--- config.mk ---
export PLATFORM = sky130hd
export DESIGN_NAME = pbx_regs
export DESIGN_NICKNAME = d
export VERILOG_FILES = /design/src/rtl/pbx_pkg.sv /design/src/rtl/pbx_regs.sv /design/src/rtl/pbx_sat_cnt.sv
export VERILOG_INCLUDE_DIRS = /design/src /design/src/rtl
export SDC_FILE = /design/constraint.sdc
export NUM_CORES = 1
export LEC_CHECK = 0
export BUFFER_PORTS_ARGS = -buffer_cell sky130_fd_sc_hd__buf_2
export CORE_MARGIN = 1
export CORE_UTILIZATION = 35
export CTS_CLUSTER_DIAMETER = 40
export DETAILED_ROUTE_END_ITERATION = 7
export PLACE_DENSITY = 0.55
export SLEW_MARGIN = 25
export SYNTH_ARGS = -nofsm -noshare
export SYNTH_HDL_FRONTEND = slang
export SYNTH_SLANG_ARGS = --single-unit
export TNS_END_PERCENT = 30
--- constraint.sdc ---
create_clock -name CORE_CLK -period 3.4 [get_ports CORE_CLK]
set_clock_uncertainty 0.1 [all_clocks]
set_input_delay 0.68 -clock CORE_CLK [delete_from_list [all_inputs] [get_ports CORE_CLK]]
set_output_delay 0.68 -clock CORE_CLK [all_outputs]
set_load 0.02 [all_outputs]
--- src/rtl/pbx_defs.svh ---
`ifndef PBX_DEFS_SVH
`define PBX_DEFS_SVH
// register addresses
`define PBX_ADDR_BYPASS 5'h12
`define PBX_ADDR_RXERR 5'h13
`define PBX_ADDR_FCAR 5'h14
`define PBX_ADDR_LDISC 5'h15
`define PBX_ADDR_EXT 5'h16
// bypass control field positions
`define PBX_BP_TXDIS 15
`define PBX_BP_4B5B 14
`define PBX_BP_SCR 13
`define PBX_BP_DESCR 12
`define PBX_BP_PCSRX 11
`define PBX_BP_PCSTX 10
`define PBX_BP_LFI 9
`define PBX_BP_XOVER 7
`define PBX_BP_RSVD6 6
`define PBX_BP_PAIR 5
`define PBX_BP_POL 4
`define PBX_BP_PDET 3
// extended control/status field positions
`define PBX_EX_LINK 15
`define PBX_EX_JAB 14
`define PBX_EX_ECHO 13
`define PBX_EX_SQE 12
`define PBX_EX_SQH 11
`define PBX_EX_SQL 10
`define PBX_EX_RETAIN 9
`define PBX_EX_EOF 8
`define PBX_EX_DISC 7
`define PBX_EX_LNK10 6
`define PBX_EX_BCAST 0
// reset values
`define PBX_BP_RESET 16'h0088
`define PBX_EX_RESET 16'h3200
// mask of read-write bits per register
`define PBX_BP_WMASK 16'hFEF8
`define PBX_EX_WMASK 16'hFE01
// sticky bits (retained on soft reset when enabled)
`define PBX_BP_STICKY 16'h00B8
`define PBX_EX_STICKY 16'hFC01
`define PBX_EX_SUPER 16'h0200
`define PBX_CNT_MAX 8'hFF
`define PBX_CNT_ZERO 8'h00
`define PBX_SQ_RSVD 2'b11
`endif

--- src/rtl/pbx_pkg.sv ---
package pbx_pkg;
  // management access request
  typedef struct packed {
    logic wr;
    logic rd;
    logic [4:0] addr;
    logic [15:0] wdata;
  } pbx_req_t;
  // per-phy datapath controls
  typedef struct packed {
    logic tx_disable;
    logic byp_4b5b;
    logic byp_scr;
    logic byp_descr;
    logic byp_pcs_rx;
    logic byp_pcs_tx;
    logic byp_lfi;
    logic xover_dis;
    logic pair_swap_dis;
    logic pol_corr_dis;
    logic pdet_honour;
    logic link_force;
    logic jabber_dis;
    logic echo_dis;
    logic sqe_dis;
    logic [1:0] squelch;
  } pbx_ctl_t;
  // line events
  typedef struct packed {
    logic rx_err;
    logic false_car;
    logic link_disc;
    logic eof_err;
    logic disc10;
    logic link10;
  } pbx_evt_t;
endpackage : pbx_pkg

--- src/rtl/pbx_regs.sv ---
`timescale 1ns/10ps
`default_nettype none
`include "pbx_defs.svh"
// Summary of operation
// - bypass bit 15 turns transmitter off
// - bits 14..12 skip 4B5B, scrambler, descrambler
// - bits 11, 10 skip PCS receive, transmit
// - bit 9 skips link fail inhibit timer
// - sticky bit 7 disables forced-speed crossover
// - sticky bit 5 disables pair swap
// - sticky bit 4 disables polarity correction
// - sticky bit 3 honours advertised ability
// - three 8-bit counters saturate at 255
// - counters reset zero, clear on read
// - ext bit 15 forces link pass
// - ext bit 14 disables jabber detect
// - ext bit 13 disables echo
// - ext bit 12 disables signal quality error
// - ext 11:10 selects squelch threshold
// - retention bit keeps sticky bits on soft reset
// - super-sticky bits survive every soft reset
// - ext bit 8 latches EOF error, clears on read
// - bit 7 latched disconnect, bit 6 live link
// - broadcast bit applies writes to all phys
// - reads return only the addressed phy
module pbx_regs
  import pbx_pkg::*;
#(
  parameter int NUM_PHY = 4
)
(
  // clock and reset
  input wire logic CORE_CLK,
  input wire logic RSTN,
  // management access, addressed phy and soft reset pulse
  input wire pbx_pkg::pbx_req_t REQ,
  input wire logic [$clog2(NUM_PHY)-1:0] PHY_SEL,
  input wire logic SOFT_RESET,
  // line events per phy
  input wire pbx_pkg::pbx_evt_t EVT [NUM_PHY],
  // read data, valid the cycle after a read
  output logic [15:0] RDATA,
  output logic RVALID,
  // controls per phy
  output pbx_pkg::pbx_ctl_t CTL [NUM_PHY]
);
  import pbx_pkg::*;
  localparam int SW = (NUM_PHY > 1) ? $clog2(NUM_PHY) : 1;
  // counter width, tied to the saturation value in the defs header
  localparam int CNT_W = 8;
  // =====================================================
  // parameter checks
  // one phy would leave the select with no bits; 32 is kept as a
  // sanity bound on the select width
  if (NUM_PHY < 2 || NUM_PHY > 32)
  begin : g_bad_num_phy
    $error("pbx_regs: NUM_PHY out of range");
  end
  // =====================================================
  // register state, one copy per phy except the shared read data, valid and broadcast decode
  logic [15:0] bp_q [NUM_PHY];
  logic [15:0] bp_d [NUM_PHY];
  logic [15:0] ex_q [NUM_PHY];
  logic [15:0] ex_d [NUM_PHY];
  logic [15:0] rdata_q;
  logic [15:0] rdata_d;
  logic rvalid_q;
  logic rvalid_d;
  pbx_ctl_t ctl_q [NUM_PHY];
  pbx_ctl_t ctl_d [NUM_PHY];
  logic [CNT_W-1:0] cnt_rx [NUM_PHY];
  logic [CNT_W-1:0] cnt_fc [NUM_PHY];
  logic [CNT_W-1:0] cnt_ld [NUM_PHY];
  logic bcast;
  // addressed phy's values, picked once for the read mux
  logic [15:0] view_bp;
  logic [15:0] view_ex;
  logic [CNT_W-1:0] view_rx;
  logic [CNT_W-1:0] view_fc;
  logic [CNT_W-1:0] view_ld;
  logic view_lnk;
  // =====================================================
  // broadcast decode
  // the enable is the value held before the write, so a write that
  // clears it is still broadcast; only the next write goes to one phy
  // broadcast follows the addressed phy's enable
  assign bcast = ex_q[PHY_SEL][`PBX_EX_BCAST];
  // one slice per phy: strobes, counters, registers and controls
  genvar g;
  generate
    for (g = 0; g < NUM_PHY; g++)
    begin : g_phy
      logic sel_w;
      logic sel_r;
      logic wr_bp;
      logic wr_ex;
      logic rd_ex;
      logic clr_rx;
      logic clr_fc;
      logic clr_ld;
      // a write reaches every phy under broadcast
      assign sel_w = REQ.wr && (bcast || PHY_SEL == SW'(g));
      // a read touches only the addressed phy
      assign sel_r = REQ.rd && PHY_SEL == SW'(g);
      // per-register strobes of this phy
      assign wr_bp = sel_w && REQ.addr == `PBX_ADDR_BYPASS;
      assign wr_ex = sel_w && REQ.addr == `PBX_ADDR_EXT;
      assign rd_ex = sel_r && REQ.addr == `PBX_ADDR_EXT;
      assign clr_rx = sel_r && REQ.addr == `PBX_ADDR_RXERR;
      assign clr_fc = sel_r && REQ.addr == `PBX_ADDR_FCAR;
      assign clr_ld = sel_r && REQ.addr == `PBX_ADDR_LDISC;
      // =====================================================
      // error counters
      // an event in the read cycle lands after the clear, so none is lost
      pbx_sat_cnt #(.WIDTH(CNT_W)) u_rx
      (
        .clk(CORE_CLK),
        .rst_n(RSTN),
        .inc(EVT[g].rx_err),
        .clr(clr_rx),
        .count(cnt_rx[g])
      );
      pbx_sat_cnt #(.WIDTH(CNT_W)) u_fc
      (
        .clk(CORE_CLK),
        .rst_n(RSTN),
        .inc(EVT[g].false_car),
        .clr(clr_fc),
        .count(cnt_fc[g])
      );
      pbx_sat_cnt #(.WIDTH(CNT_W)) u_ld
      (
        .clk(CORE_CLK),
        .rst_n(RSTN),
        .inc(EVT[g].link_disc),
        .clr(clr_ld),
        .count(cnt_ld[g])
      );
      // =====================================================
      // register next state
      // soft reset wins over a write in the same cycle
      always_comb
      begin
        logic [15:0] keep;
        keep = 16'h0000;
        bp_d[g] = bp_q[g];
        ex_d[g] = ex_q[g];
        // the retention enable used is the value held before this reset
        if (SOFT_RESET)
        begin
          // retention enable picks sticky keep mask
          keep = ex_q[g][`PBX_EX_RETAIN] ? `PBX_EX_STICKY : `PBX_EX_SUPER;
          keep = keep | `PBX_EX_SUPER;
          ex_d[g] = (ex_q[g] & keep & `PBX_EX_WMASK) | (`PBX_EX_RESET & ~keep);
          // bypass has no super-sticky bit, so without retention all resets
          keep = ex_q[g][`PBX_EX_RETAIN] ? `PBX_BP_STICKY : 16'h0000;
          bp_d[g] = (bp_q[g] & keep) | (`PBX_BP_RESET & ~keep);
        end
        else if (wr_bp)
          bp_d[g] = REQ.wdata & `PBX_BP_WMASK;
        else if (wr_ex)
        begin
          ex_d[g] = (REQ.wdata & `PBX_EX_WMASK) | (ex_q[g] & ~`PBX_EX_WMASK);
          // the rest of that write is still taken, only the field holds
          // reserved squelch code is not stored
          if (REQ.wdata[`PBX_EX_SQH:`PBX_EX_SQL] == `PBX_SQ_RSVD)
            ex_d[g][`PBX_EX_SQH:`PBX_EX_SQL] = ex_q[g][`PBX_EX_SQH:`PBX_EX_SQL];
        end
        // flags clear on a read of the register; an event in that same
        // cycle is applied after, so it sets the flag again
        // EOF flag cleared by read, set wins
        if (rd_ex)
        begin
          ex_d[g][`PBX_EX_EOF] = 1'b0;
          ex_d[g][`PBX_EX_DISC] = 1'b0;
        end
        if (EVT[g].eof_err)
          ex_d[g][`PBX_EX_EOF] = 1'b1;
        if (EVT[g].disc10)
          ex_d[g][`PBX_EX_DISC] = 1'b1;
        // the live link bit is never stored, the read mux fills it in
        ex_d[g][`PBX_EX_LNK10] = 1'b0;
      end
      // register state, reset to the power-on values
      always_ff @(posedge CORE_CLK)
      begin
        if (!RSTN)
        begin
          bp_q[g] <= `PBX_BP_RESET;
          ex_q[g] <= `PBX_EX_RESET;
        end
        else
        begin
          bp_q[g] <= bp_d[g];
          ex_q[g] <= ex_d[g];
        end
      end
      // =====================================================
      // control outputs, registered from the next state
      // taken from the next state so a control moves on the same edge as
      // its register bit; during reset every control is held low
      always_comb
      begin
        ctl_d[g].tx_disable = bp_d[g][`PBX_BP_TXDIS];
        ctl_d[g].byp_4b5b = bp_d[g][`PBX_BP_4B5B];
        ctl_d[g].byp_scr = bp_d[g][`PBX_BP_SCR];
        ctl_d[g].byp_descr = bp_d[g][`PBX_BP_DESCR];
        ctl_d[g].byp_pcs_rx = bp_d[g][`PBX_BP_PCSRX];
        ctl_d[g].byp_pcs_tx = bp_d[g][`PBX_BP_PCSTX];
        ctl_d[g].byp_lfi = bp_d[g][`PBX_BP_LFI];
        ctl_d[g].xover_dis = bp_d[g][`PBX_BP_XOVER];
        ctl_d[g].pair_swap_dis = bp_d[g][`PBX_BP_PAIR];
        ctl_d[g].pol_corr_dis = bp_d[g][`PBX_BP_POL];
        ctl_d[g].pdet_honour = bp_d[g][`PBX_BP_PDET];
        ctl_d[g].link_force = ex_d[g][`PBX_EX_LINK];
        ctl_d[g].jabber_dis = ex_d[g][`PBX_EX_JAB];
        ctl_d[g].echo_dis = ex_d[g][`PBX_EX_ECHO];
        ctl_d[g].sqe_dis = ex_d[g][`PBX_EX_SQE];
        ctl_d[g].squelch = ex_d[g][`PBX_EX_SQH:`PBX_EX_SQL];
      end
      // control registers
      always_ff @(posedge CORE_CLK)
      begin
        if (!RSTN)
          ctl_q[g] <= pbx_ctl_t'(17'h0_0000);
        else
          ctl_q[g] <= ctl_d[g];
      end
      assign CTL[g] = ctl_q[g];
    end
  endgenerate
  // =====================================================
  // read path
  // addressed phy views; keep PHY_SEL below NUM_PHY, since a select past
  // the last phy on a count that is not a power of two reads unknown
  assign view_bp = bp_q[PHY_SEL];
  assign view_ex = ex_q[PHY_SEL];
  assign view_rx = cnt_rx[PHY_SEL];
  assign view_fc = cnt_fc[PHY_SEL];
  assign view_ld = cnt_ld[PHY_SEL];
  assign view_lnk = EVT[PHY_SEL].link10;
  // data is registered, so the live link bit is sampled here
  // with no read the data is held at zero, so nothing stale shows
  always_comb
  begin
    rdata_d = 16'h0000;
    rvalid_d = REQ.rd;
    if (REQ.rd)
    begin
      // unmapped and reserved bits read zero, except bypass bit 6, which is writable and reads back
      case (REQ.addr)
        `PBX_ADDR_BYPASS: rdata_d = view_bp;
        `PBX_ADDR_RXERR: rdata_d = {8'h00, view_rx};
        `PBX_ADDR_FCAR: rdata_d = {8'h00, view_fc};
        `PBX_ADDR_LDISC: rdata_d = {8'h00, view_ld};
        `PBX_ADDR_EXT:
        begin
          rdata_d = view_ex;
          rdata_d[`PBX_EX_LNK10] = view_lnk;
        end
        default: rdata_d = 16'h0000;
      endcase
    end
  end
  // =====================================================
  // read data and valid registers
  always_ff @(posedge CORE_CLK)
  begin
    if (!RSTN)
    begin
      rdata_q <= 16'h0000;
      rvalid_q <= 1'b0;
    end
    else
    begin
      rdata_q <= rdata_d;
      rvalid_q <= rvalid_d;
    end
  end
  assign RDATA = rdata_q;
  assign RVALID = rvalid_q;
endmodule : pbx_regs
`default_nettype wire

--- src/rtl/pbx_sat_cnt.sv ---
`timescale 1ns/10ps
`default_nettype none
`include "pbx_defs.svh"
module pbx_sat_cnt
#(
  parameter int WIDTH = 8
)
(
  input wire logic clk,
  input wire logic rst_n,
  input wire logic inc,
  input wire logic clr,
  output logic [WIDTH-1:0] count
);
  logic [WIDTH-1:0] cnt_q;
  logic [WIDTH-1:0] cnt_d;
  if (WIDTH != 8)
  begin : g_bad_width
    $error("pbx_sat_cnt: width must be 8");
  end
  // =====================================================
  // counting
  // read clears, an event in the read cycle counts as one
  always_comb
  begin
    cnt_d = cnt_q;
    if (clr)
      cnt_d = inc ? 8'h01 : `PBX_CNT_ZERO;
    else if (inc && cnt_q != `PBX_CNT_MAX)
      cnt_d = cnt_q + 8'h01;
  end
  always_ff @(posedge clk)
  begin
    if (!rst_n)
      cnt_q <= `PBX_CNT_ZERO;
    else
      cnt_q <= cnt_d;
  end
  assign count = cnt_q;
endmodule : pbx_sat_cnt
`default_nettype wire

==> impl_metrics.toml, run 1 <==
[outcome]
status = "completed"

[power_and_ir_drop]
power_leakage_nw = 4.739
power_mw = 6.554
powerDensity_nw_per_um2 = 524.1
vdd_drop_max_uv = 353.7

[placement]
dp.cells = 1636
globalplace.congestion = 0.8523
place_area_sq_um = 11350
io_buffers = 133
place_hpwl_mm = 22.84
place_ws_ns = 0.5679

[synth]
synth_edf_count = 0
synth_cell_types = 62
synth_area_sq_um = 10680
async_flop_share = 0
seq_area_frac_synth = 0.4069
synth_warnings = 0
syn_nets = 1264
muxShareOfSynthArea = 0.1160
synthesis.instances = 1200
avgSynthCellArea_sq_um = 8.896
synth_top_family_by_area = "simple AND/OR/NAND/NOR gates"
synth-seq-cells = 217
synth_xor_area_frac = 0.05087
synthAdderAreaFrac = 0.01406
synth_compound_area_frac = 0.1247
yosys.area_share.simple = 0.2126
synthFlopType = "dfxtp_1"

[clock_network]
hold_buffers = 0
path_clk_slew_ns = 0.05
cts_tree = "done"
clock-sinks = 217
clk_latency_ns = 0.50
ctsResizeCount = 0
htreeDepth = 2
root_buffer = "clkbuf_16"
cts_max_path_buffers = 3
cts_made_buffers = 35
postCtsSetupBuffers = 0

[critical_path]
cp-end-kind = "flop"
start_kind = "input port"
path_cells = "buf_2, buf_4, mux4_2, a22oi_1, a31oi_1"
slowest_stage = "mux4_2"
worstSetupPathType = "in2reg"
max_stage_delay_ns = 0.58
cp_top_family = "buffers and inverters"
reg2reg_slack_ns = 1.41
crit_fanout = 23
path_buf_inv = 2
cp.required_ns = 3.65
cp.arrival_ns = 2.57

[finish]
drive_gt1_frac = 0.2104
utilization = 0.4197
final_cell_area_sq_um = 12500
n_fill_cell = 3008
nets = 1347
finalNonFillerCells = 1698
final_common_cell = "dfxtp_1"
final_cell_mix = "dfxtp_1, nand2_1, buf_2"
area_growth_syn_to_layout_pct = 17.14

[global_routing]
grt_max_degree = 35
antenna_found_initial = 2
grt_pass1_wl_mm = 48.11
track_usage = 0.2003
overflow = 0
grt_pass1_vias = 8443

[timing]
finalCritPeriodShare = 0.6843
setup_viol = 0
slew_viol_final = 0
timing.final.crit_period_ns = 2.326
fin_ws_ns = 1.074
tightest_slew_ns = 0.7015
hold-worst-slack_ns = 0.2904
hold_violations = 0
grt_setup_unrepaired = "no"
fmax_mhz = 429.8
tns_ns = 0
slew_headroom = 0.5319

[floorplanning]
dieArea_sq_um = 31200
core_area_sq_um = 29800
die_height_um = 176.6
die_x_um = 176.6
rows = 63
initial_core_util = 0.3583
ios = 137

[detailed_routing]
vias = 8989
ant_nets = 0
wirelength_mm = 30.99
wl_per_cell_um = 18.25
vias_per_cell = 5.294
drc = 0
dr.pass1.iters = 5
drt-initial-drc-count = 663

[hold_path]
hold_path_class = "in2reg"

[flow_run]
max_cap_viol_count = 0
## synthesized netlist by cell type, types with 6 or more instances
library cell	n	area (sq um)
ha_1	12	150.1
mux2i_1	18	180.2
and3_1	11	68.82
nor4_1	9	56.30
mux4_2	46	1036
clkbuf_1	27	101.4
a21oi_1	85	425.4
nor2_1	130	488.0
nor3_1	36	180.2
a22o_1	7	61.31
and4_1	6	52.55
a211oi_1	7	52.55
xnor2_1	40	350.3
o21ai_0	18	90.09
o211ai_1	10	75.07
buf_4	61	457.9
xor2_1	22	192.7
dfxtp_1	217	4344
nand4_1	18	112.6
a31oi_1	17	106.4
and2_1	7	43.79
o22ai_1	11	68.82
a22oi_1	13	97.59
inv_1	30	112.6
o21a_1	7	52.55
buf_2	17	85.08
nand3_1	59	295.3
nand2_1	186	698.2
o31ai_1	7	52.55
## per-layer routing
layer / wire [um] / up-vias / track usage
met1: 13760 / 4245 / 0.2658
met4: 1007 / 2 / 0.08261
li1: - / 4392 / -
met5: 8 / - / 0
met2: 14160 / 288 / 0.3194
met3: 2053 / 62 / 0.03694
## state kept, by name, indices dropped and copies added (netlist names)
name	flops
RDATA	16
RVALID	1
bp_q	37
ctl_q	34
ex_q	33
g_phy.u_fc.count	32
g_phy.u_ld.count	32
g_phy.u_rx.count	32
## final timing paths
check | startpoint | end | cells past startpoint
setup reg to reg | g_phy[0].u_ld.count[0] | g_phy[0].u_ld.count[4] | 6
hold reg to reg | bp_q[0][6] | bp_q[0][6] | 2
setup / recovery | PHY_SEL[0] | RDATA[6] | 5
hold / removal | EVT[7] | ex_q[2][6] | 3
## area by class of cell
cell class / instances / area (sq um) / area share
timing repair buffer: 158 / 868.3 / 0.06944
clock inverter: 13 / 178.9 / 0.01431
inverter: 30 / 112.6 / 0.009005
antenna: 1 / 2.502 / 0.0002001
clock buffer: 48 / 977.2 / 0.07815
multi-input combinational: 841 / 5533 / 0.4425
sequential: 217 / 4344 / 0.3474
tap: 390 / 488.0 / 0.03902
## worst reg2reg max path, cell delays in order (launching register included)
cell     delay, ns
dfxtp_1       0.41
ha_1          0.27
nand3_1       0.10
o21ai_1       0.54
nand2_1       0.16
a41oi_1       0.25
nor3_1        0.06
## report_power, final
| part | internal, mW | switching [mW] |
|---|---|---|
| logic | 0.144 | 0.240 |
| registers | 2.59 | 0.0453 |
| clock network | 2.31 | 1.22 |
## kinds of logic (layout without fill, tap and decap cells)
logic type / count (synthesis) / after routing
mux: 65 / 65
fa+ha+maj: 12 / 12
simple gates: 495 / 495
compound gates: 207 / 207
buf+inv: 142 / 249
xor+xnor: 62 / 62
flops: 217 / 217
other cells: 0 / 1
(Power assumes the default switching activity.)
==> inputs of run 2 (changes only) <==
--- a/config.mk
+++ b/config.mk
@@ -6,6 +6,7 @@
 export SDC_FILE = /design/constraint.sdc
 export NUM_CORES = 1
 export LEC_CHECK = 0
+export ABC_AREA = 1
 export BUFFER_PORTS_ARGS = -buffer_cell sky130_fd_sc_hd__buf_2
 export CORE_MARGIN = 1
 export CORE_UTILIZATION = 35
==> constraint.sdc (replaced) <==
create_clock -name CORE_CLK -period 2.2 [get_ports CORE_CLK]
set_clock_uncertainty 0.1 [all_clocks]
set_input_delay 0.44 -clock CORE_CLK [delete_from_list [all_inputs] [get_ports CORE_CLK]]
set_output_delay 0.44 -clock CORE_CLK [all_outputs]
set_load 0.02 [all_outputs]
==> run 2 against run 1 <==
  * Die area up 6.7%
  * Setup slack worse by 0.84 ns
  * Clock-buffer cell count up 2
  * Synthesized cell count up 37%
  * Sequential cell count unchanged
  * Via count up 25%
  * Final cell count up 32%
  * Non-clock buffer count up 38
  * Hold slack worse by 0.26 ns
  * Largest cell class unchanged
  * Highest routed layer is now met4
==> impl_metrics.toml, run 2 <==
[synth]
syn_nets = 1709
synth_edf_count = 0
synthesis.instances = 1645
async_flop_share = 0
synth_top_area_frac = 0.3810
synth_warnings = 0
synthTopCellsByCount = "nand2_1, dfxtp_1, inv_1, nor2_1, o21ai_0"
synth_most_common_cell = "nand2_1"
avgSynthCellArea_sq_um = 6.931
synth_top_area_cell = "dfxtp_1"
synth-seq-cells = 217
synth_cell_types = 51
synthTopCellsByArea = "dfxtp_1, nand2_1, inv_1"
synthFlopType = "dfxtp_1"
synth_area_sq_um = 11400
seq_area_frac_synth = 0.3810

[timing]
fmax_mhz = 508.8
finalCritPeriodShare = 0.8935
slew_headroom = 0.6496
setup_viol = 0
tns_ns = 0
timing.final.crit_period_ns = 1.966
hold_violations = 0
grt_setup_unrepaired = "no"
tightest_slew_ns = 0.5256
slew_viol_final = 0

[power_and_ir_drop]
vdd_drop_max_uv = 473.2
power_mw = 11.33
power_leakage_nw = 6.172
powerDensity_nw_per_um2 = 818.0

[finish]
regMostFlops = "bp_q"
largest_reg_flops = 37
reg_top3 = "bp_q x37, ctl_q x34, ex_q x33"
area_growth_syn_to_layout_pct = 21.51
n_fill_cell = 3293
final_cell_mix = "nand2_1, dfxtp_1, inv_1"
nets = 1843
drive_gt1_frac = 0.1765
num_antenna_cells = 0
final_common_cell = "nand2_1"

[detailed_routing]
ant_nets = 0
vias = 11256
wl_per_cell_um = 16.45
dr.pass1.iters = 5
vias_per_cell = 5.021
drc = 0
wirelength_mm = 36.88
drt-initial-drc-count = 913

[clock_network]
postCtsSetupBuffers = 0
clock-sinks = 217
cts_tree = "done"
htreeDepth = 2
root_buffer = "clkbuf_16"
ctsResizeCount = 0
path_clk_slew_ns = 0.05
cts_made_buffers = 39
hold_buffers = 0
clk_latency_ns = 0.52
cts_max_path_buffers = 3

[global_routing]
grt_pass1_wl_mm = 56.83
grt_max_degree = 41
antenna_found_initial = 0
overflow = 0
grt_pass1_vias = 10453
track_usage = 0.2188

[placement]
place_hpwl_mm = 28.03
globalplace.congestion = 0.8998
io_buffers = 133

[critical_path]
cp-end-kind = "flop"
start_kind = "flop"
max_stage_delay_ns = 0.37
cp.arrival_ns = 2.28
worstSetupPathType = "reg2reg"
r2r-start = "g_phy[0].u_ld.count[0]"
slowest_stage = "dfxtp_1"
r2r-end = "g_phy[0].u_ld.count[4]"
ff2ff_path_depth = 9
path_cells = "ha_1, nand2_1, nor2_1, nand3_1, nand2_1, nand2_2, nand3_1, nor2_1, o21a_1"
cp.required_ns = 2.51
crit_fanout = 6
reg2reg_slack_ns = 0.23

[floorplanning]
initial_core_util = 0.3586
core_area_sq_um = 31800
die_height_um = 182.5
die_x_um = 182.5
ios = 137
dieArea_sq_um = 33300
rows = 65

[hold_path]
hp-start = "EVT[8]"
hold_path_class = "in2reg"
hold_end = "ex_q[2][7]"
hold_path_depth = 3

[flow_run]
max_cap_viol_count = 0

[outcome]
status = "completed"
run 2: worst max-delay path by stage:
| stage | from | endpoint | slack (ns) | cells after the start |
|---|---|---|---|---|
| final | g_phy[0].u_ld.count[0] | g_phy[0].u_ld.count[4] | 0.23 | 9 |
| after global routing | g_phy[0].u_ld.count[0] | g_phy[0].u_ld.count[3] | 0.07 | 10 |
| after CTS | g_phy[0].u_ld.count[0] | g_phy[0].u_ld.count[4] | 0.23 | 9 |
| after detailed placement | PHY_SEL[0] | RDATA[6] | -0.15 | 12 |
| after global placement | PHY_SEL[0] | RDATA[6] | -0.11 | 12 |
| after floorplan | PHY_SEL[1] | g_phy[1].u_rx.count[0] | 0.52 | 9 |
run 2: kinds of logic (layout without fill, tap and decap cells):
family | after synthesis | count (layout) | share of synthesized area
flip-flops | 217 | 217 | 0.3810
adder cells (fa/ha/maj) | 12 | 12 | 0.01317
buffers and inverters | 324 | 486 | 0.1321
AO/OA/AOI/OAI | 345 | 345 | 0.1687
XOR/XNOR | 21 | 21 | 0.01613
AND/OR/NAND/NOR | 726 | 726 | 0.2889
run 2: cell type report:
cell class                 count  area [sq um]  area share
clock buffer                  50          1110     0.08010
clock inverter                19         266.5     0.01924
inverter                     221         834.6     0.06024
multi-input combinational   1104          5554      0.4009
sequential                   217          4344      0.3136
tap                          435         544.3     0.03928
timing repair buffer         196          1201     0.08670
run 2: worst max-delay path, delay by kind of cell (launching register included):
| family | cells | cell delay, ns |
|---|---|---|
| AO/OA/AOI/OAI | 1 | 0.16 |
| adder cells (fa/ha/maj) | 1 | 0.22 |
| flip-flops | 1 | 0.37 |
| AND/OR/NAND/NOR | 7 | 1.00 |
run 2: metal layers:
| layer | vias up | global-route usage | part of all wire |
|---|---|---|---|
| li1 | 5626 | - | - |
| met1 | 5172 | 0.2839 | 0.45 |
| met2 | 381 | 0.3594 | 0.46 |
| met3 | 77 | 0.03752 | 0.061 |
| met4 | 0 | 0.08739 | 0.030 |
| met5 | - | 0 | 0 |
run 2: stage by stage:
| step | instances | hold WS, ns | utilization | setup WS [ns] | cell area (sq um) |
|---|---|---|---|---|---|
| after global routing | 2242 | 0.03690 | 0.4357 | 0.06605 | 13850 |
| after floorplan | 1645 | 0.3336 | - | 0.5171 | 11400 |
| after global placement | 2173 | 0.3558 | 0.3924 | -0.1140 | 12480 |
| final | 2242 | 0.03524 | 0.4357 | 0.2344 | 13850 |
| after detailed placement | 2173 | 0.3568 | 0.3924 | -0.1500 | 12480 |
| after CTS | 2242 | 0.02574 | 0.4357 | 0.2340 | 13850 |
run 2: report_power, final:
part / switching, mW / total [mW] / internal [mW] / leakage, nW
clock network: 2.14 / 6.31 / 4.17 / 0.661
registers: 0.0758 / 4.12 / 4.04 / 1.77
logic: 0.612 / 0.909 / 0.297 / 3.74
==> inputs of run 3 (changes only) <==
--- a/config.mk
+++ b/config.mk
@@ -13,6 +13,7 @@
 export CTS_CLUSTER_DIAMETER = 40
 export DETAILED_ROUTE_END_ITERATION = 7
 export PLACE_DENSITY = 0.55
+export RECOVER_POWER = 25
 export SLEW_MARGIN = 25
 export SYNTH_ARGS = -nofsm -noshare
 export SYNTH_HDL_FRONTEND = slang
==> run 3 against run 2 <==
  * Critical path depth up 1
  * Final area down 1.2%
  * Final cell count unchanged
  * Combinational power down 2%
  * Utilization down 0.50 points
  * Sequential cell count unchanged
  * Non-clock buffer count unchanged
  * Total power down 0.13%
  * Die area unchanged
  * Maximum frequency down 2.7%
  * First-iteration DRC count down 12%
==> impl_metrics.toml, run 3 (same netlist as run 2, synthesis figures left out) <==
[finish]
finalNonFillerCells = 2242
regMostFlops = "bp_q"
final_common_cell = "nand2_1"
final_cell_mix = "nand2_1, dfxtp_1, inv_1"
area_growth_syn_to_layout_pct = 20.10
num_antenna_cells = 0
multiInputGateArea_sq_um = 5459
regArea_sq_um = 4344
n_fill_cell = 3331
reg_top3 = "bp_q x37, ctl_q x34, ex_q x33"
drive_gt1_frac = 0.1483
final_cell_area_sq_um = 13690
nets = 1843
largest_reg_flops = 37

[clock_network]
clock-sinks = 217
hold_buffers = 0
clk_latency_ns = 0.52
cts_max_path_buffers = 3
ctsResizeCount = 0
cts_made_buffers = 39
root_buffer = "clkbuf_16"
postCtsSetupBuffers = 0
htreeDepth = 2
path_clk_slew_ns = 0.05
cts_tree = "done"

[global_routing]
track_usage = 0.2188
overflow = 0
grt_max_degree = 41
antenna_found_initial = 0
grt_pass1_wl_mm = 56.83
grt_pass1_vias = 10453

[timing]
hold_violations = 0
grt_setup_unrepaired = "no"
slew_viol_final = 0
slew_headroom = 0.5348
fmax_mhz = 495.0
timing.final.crit_period_ns = 2.020
finalCritPeriodShare = 0.9184
tightest_slew_ns = 0.6970
setup_viol = 0

[hold_path]
hp-start = "EVT[8]"
hold_path_depth = 3
hold_path_class = "in2reg"
hold_end = "ex_q[2][7]"

[critical_path]
path_buf_inv = 3
cp-end-kind = "flop"
r2r-start = "ex_q[2][0]"
cp.arrival_ns = 2.39
r2r-end = "ctl_q[3][6]"
reg2reg_slack_ns = 0.20
ff2ff_path_depth = 10
cp_top_family = "simple AND/OR/NAND/NOR gates"
start_kind = "input port"
slowest_stage = "nor2_2"
cp.required_ns = 2.56
worstSetupPathType = "in2reg"
path_cells = "clkbuf_1, nand2_1, nor2_2, nand2_2, nor2_2, clkbuf_1, nand2_1, inv_1, o21ai_0, nand2_1"
crit_fanout = 13
cpMostUsedCell = "nand2_1"
startpoint = "REQ[20]"
max_stage_delay_ns = 0.57

[floorplanning]
die_x_um = 182.5
initial_core_util = 0.3586
rows = 65
core_area_sq_um = 31800
die_height_um = 182.5
ios = 137
dieArea_sq_um = 33300

[detailed_routing]
wirelength_mm = 36.95
vias_per_cell = 5.021
dr.pass1.iters = 6
vias = 11258
ant_nets = 0
drc = 0
drt-initial-drc-count = 799
wl_per_cell_um = 16.48

[placement]
dp.cells = 2173
place_area_sq_um = 12480
place_hpwl_mm = 28.03
globalplace.congestion = 0.8998
io_buffers = 133

[power_and_ir_drop]
power_leakage_nw = 5.977
vdd_drop_max_uv = 471.1
powerDensity_nw_per_um2 = 826.5

[outcome]
status = "completed"

[flow_run]
max_cap_viol_count = 0
## run 3: changes by cell type in the layout (fill, tap and decap cells not counted), sizes merged
cell	delta
inv	-1
buf	-44
clkbuf	+44
clkinvlp	+1
## run 3: how the worst max path moves through the flow
stage	end	slack (ns)	depth (start not counted)
after floorplan	g_phy[1].u_rx.count[0]	0.52	9
after global placement	RDATA[6]	-0.11	12
after detailed placement	RDATA[6]	-0.15	12
after CTS	g_phy[0].u_ld.count[4]	0.23	9
after global routing	bp_q[3][4]	0.05	10
final	RDATA[11]	0.18	10
## run 3: layer usage
layer,share of wire,global-route usage,up-vias
met5,0,0,-
met4,0.032,0.08739,0
met3,0.069,0.03752,83
met2,0.45,0.3594,392
met1,0.45,0.2839,5159
li1,-,-,5624
## run 3: area by class of cell
class / instances / share of cell area
sequential: 217 / 0.3172
multi-input combinational: 1104 / 0.3986
timing repair buffer: 196 / 0.08305
clock inverter: 19 / 0.01946
clock buffer: 50 / 0.08104
tap: 435 / 0.03974
inverter: 221 / 0.06085
## run 3: worst register-to-register path, delay by kind of cell, from the launching register on
kind / cells / cell delay (ns)
buf+inv: 2 / 0.42
flops: 1 / 0.31
simple gates: 8 / 1.07
## run 3: metrics by stage
| stage | total power [mW] | setup WS, ns | util | TNS, ns | hold WS [ns] |
|---|---|---|---|---|---|
| floorplan | 4.739 | 0.5171 | - | 0 | 0.3336 |
| global placement | 5.087 | -0.1140 | 0.3924 | -0.2083 | 0.3558 |
| detailed placement | 5.094 | -0.1500 | 0.3924 | -0.2127 | 0.3568 |
| CTS | 11.42 | 0.2340 | 0.4357 | 0 | 0.02574 |
| global route | 11.68 | 0.04503 | 0.4307 | 0 | 0.03690 |
| finish | 11.32 | 0.1796 | 0.4307 | 0 | 0.03202 |
## run 3: power breakdown
group | internal (mW) | switching, mW | leakage (nW)
Sequential | 4.04 | 0.0760 | 1.77
Combinational | 0.288 | 0.604 | 3.55
Clock | 4.17 | 2.14 | 0.661
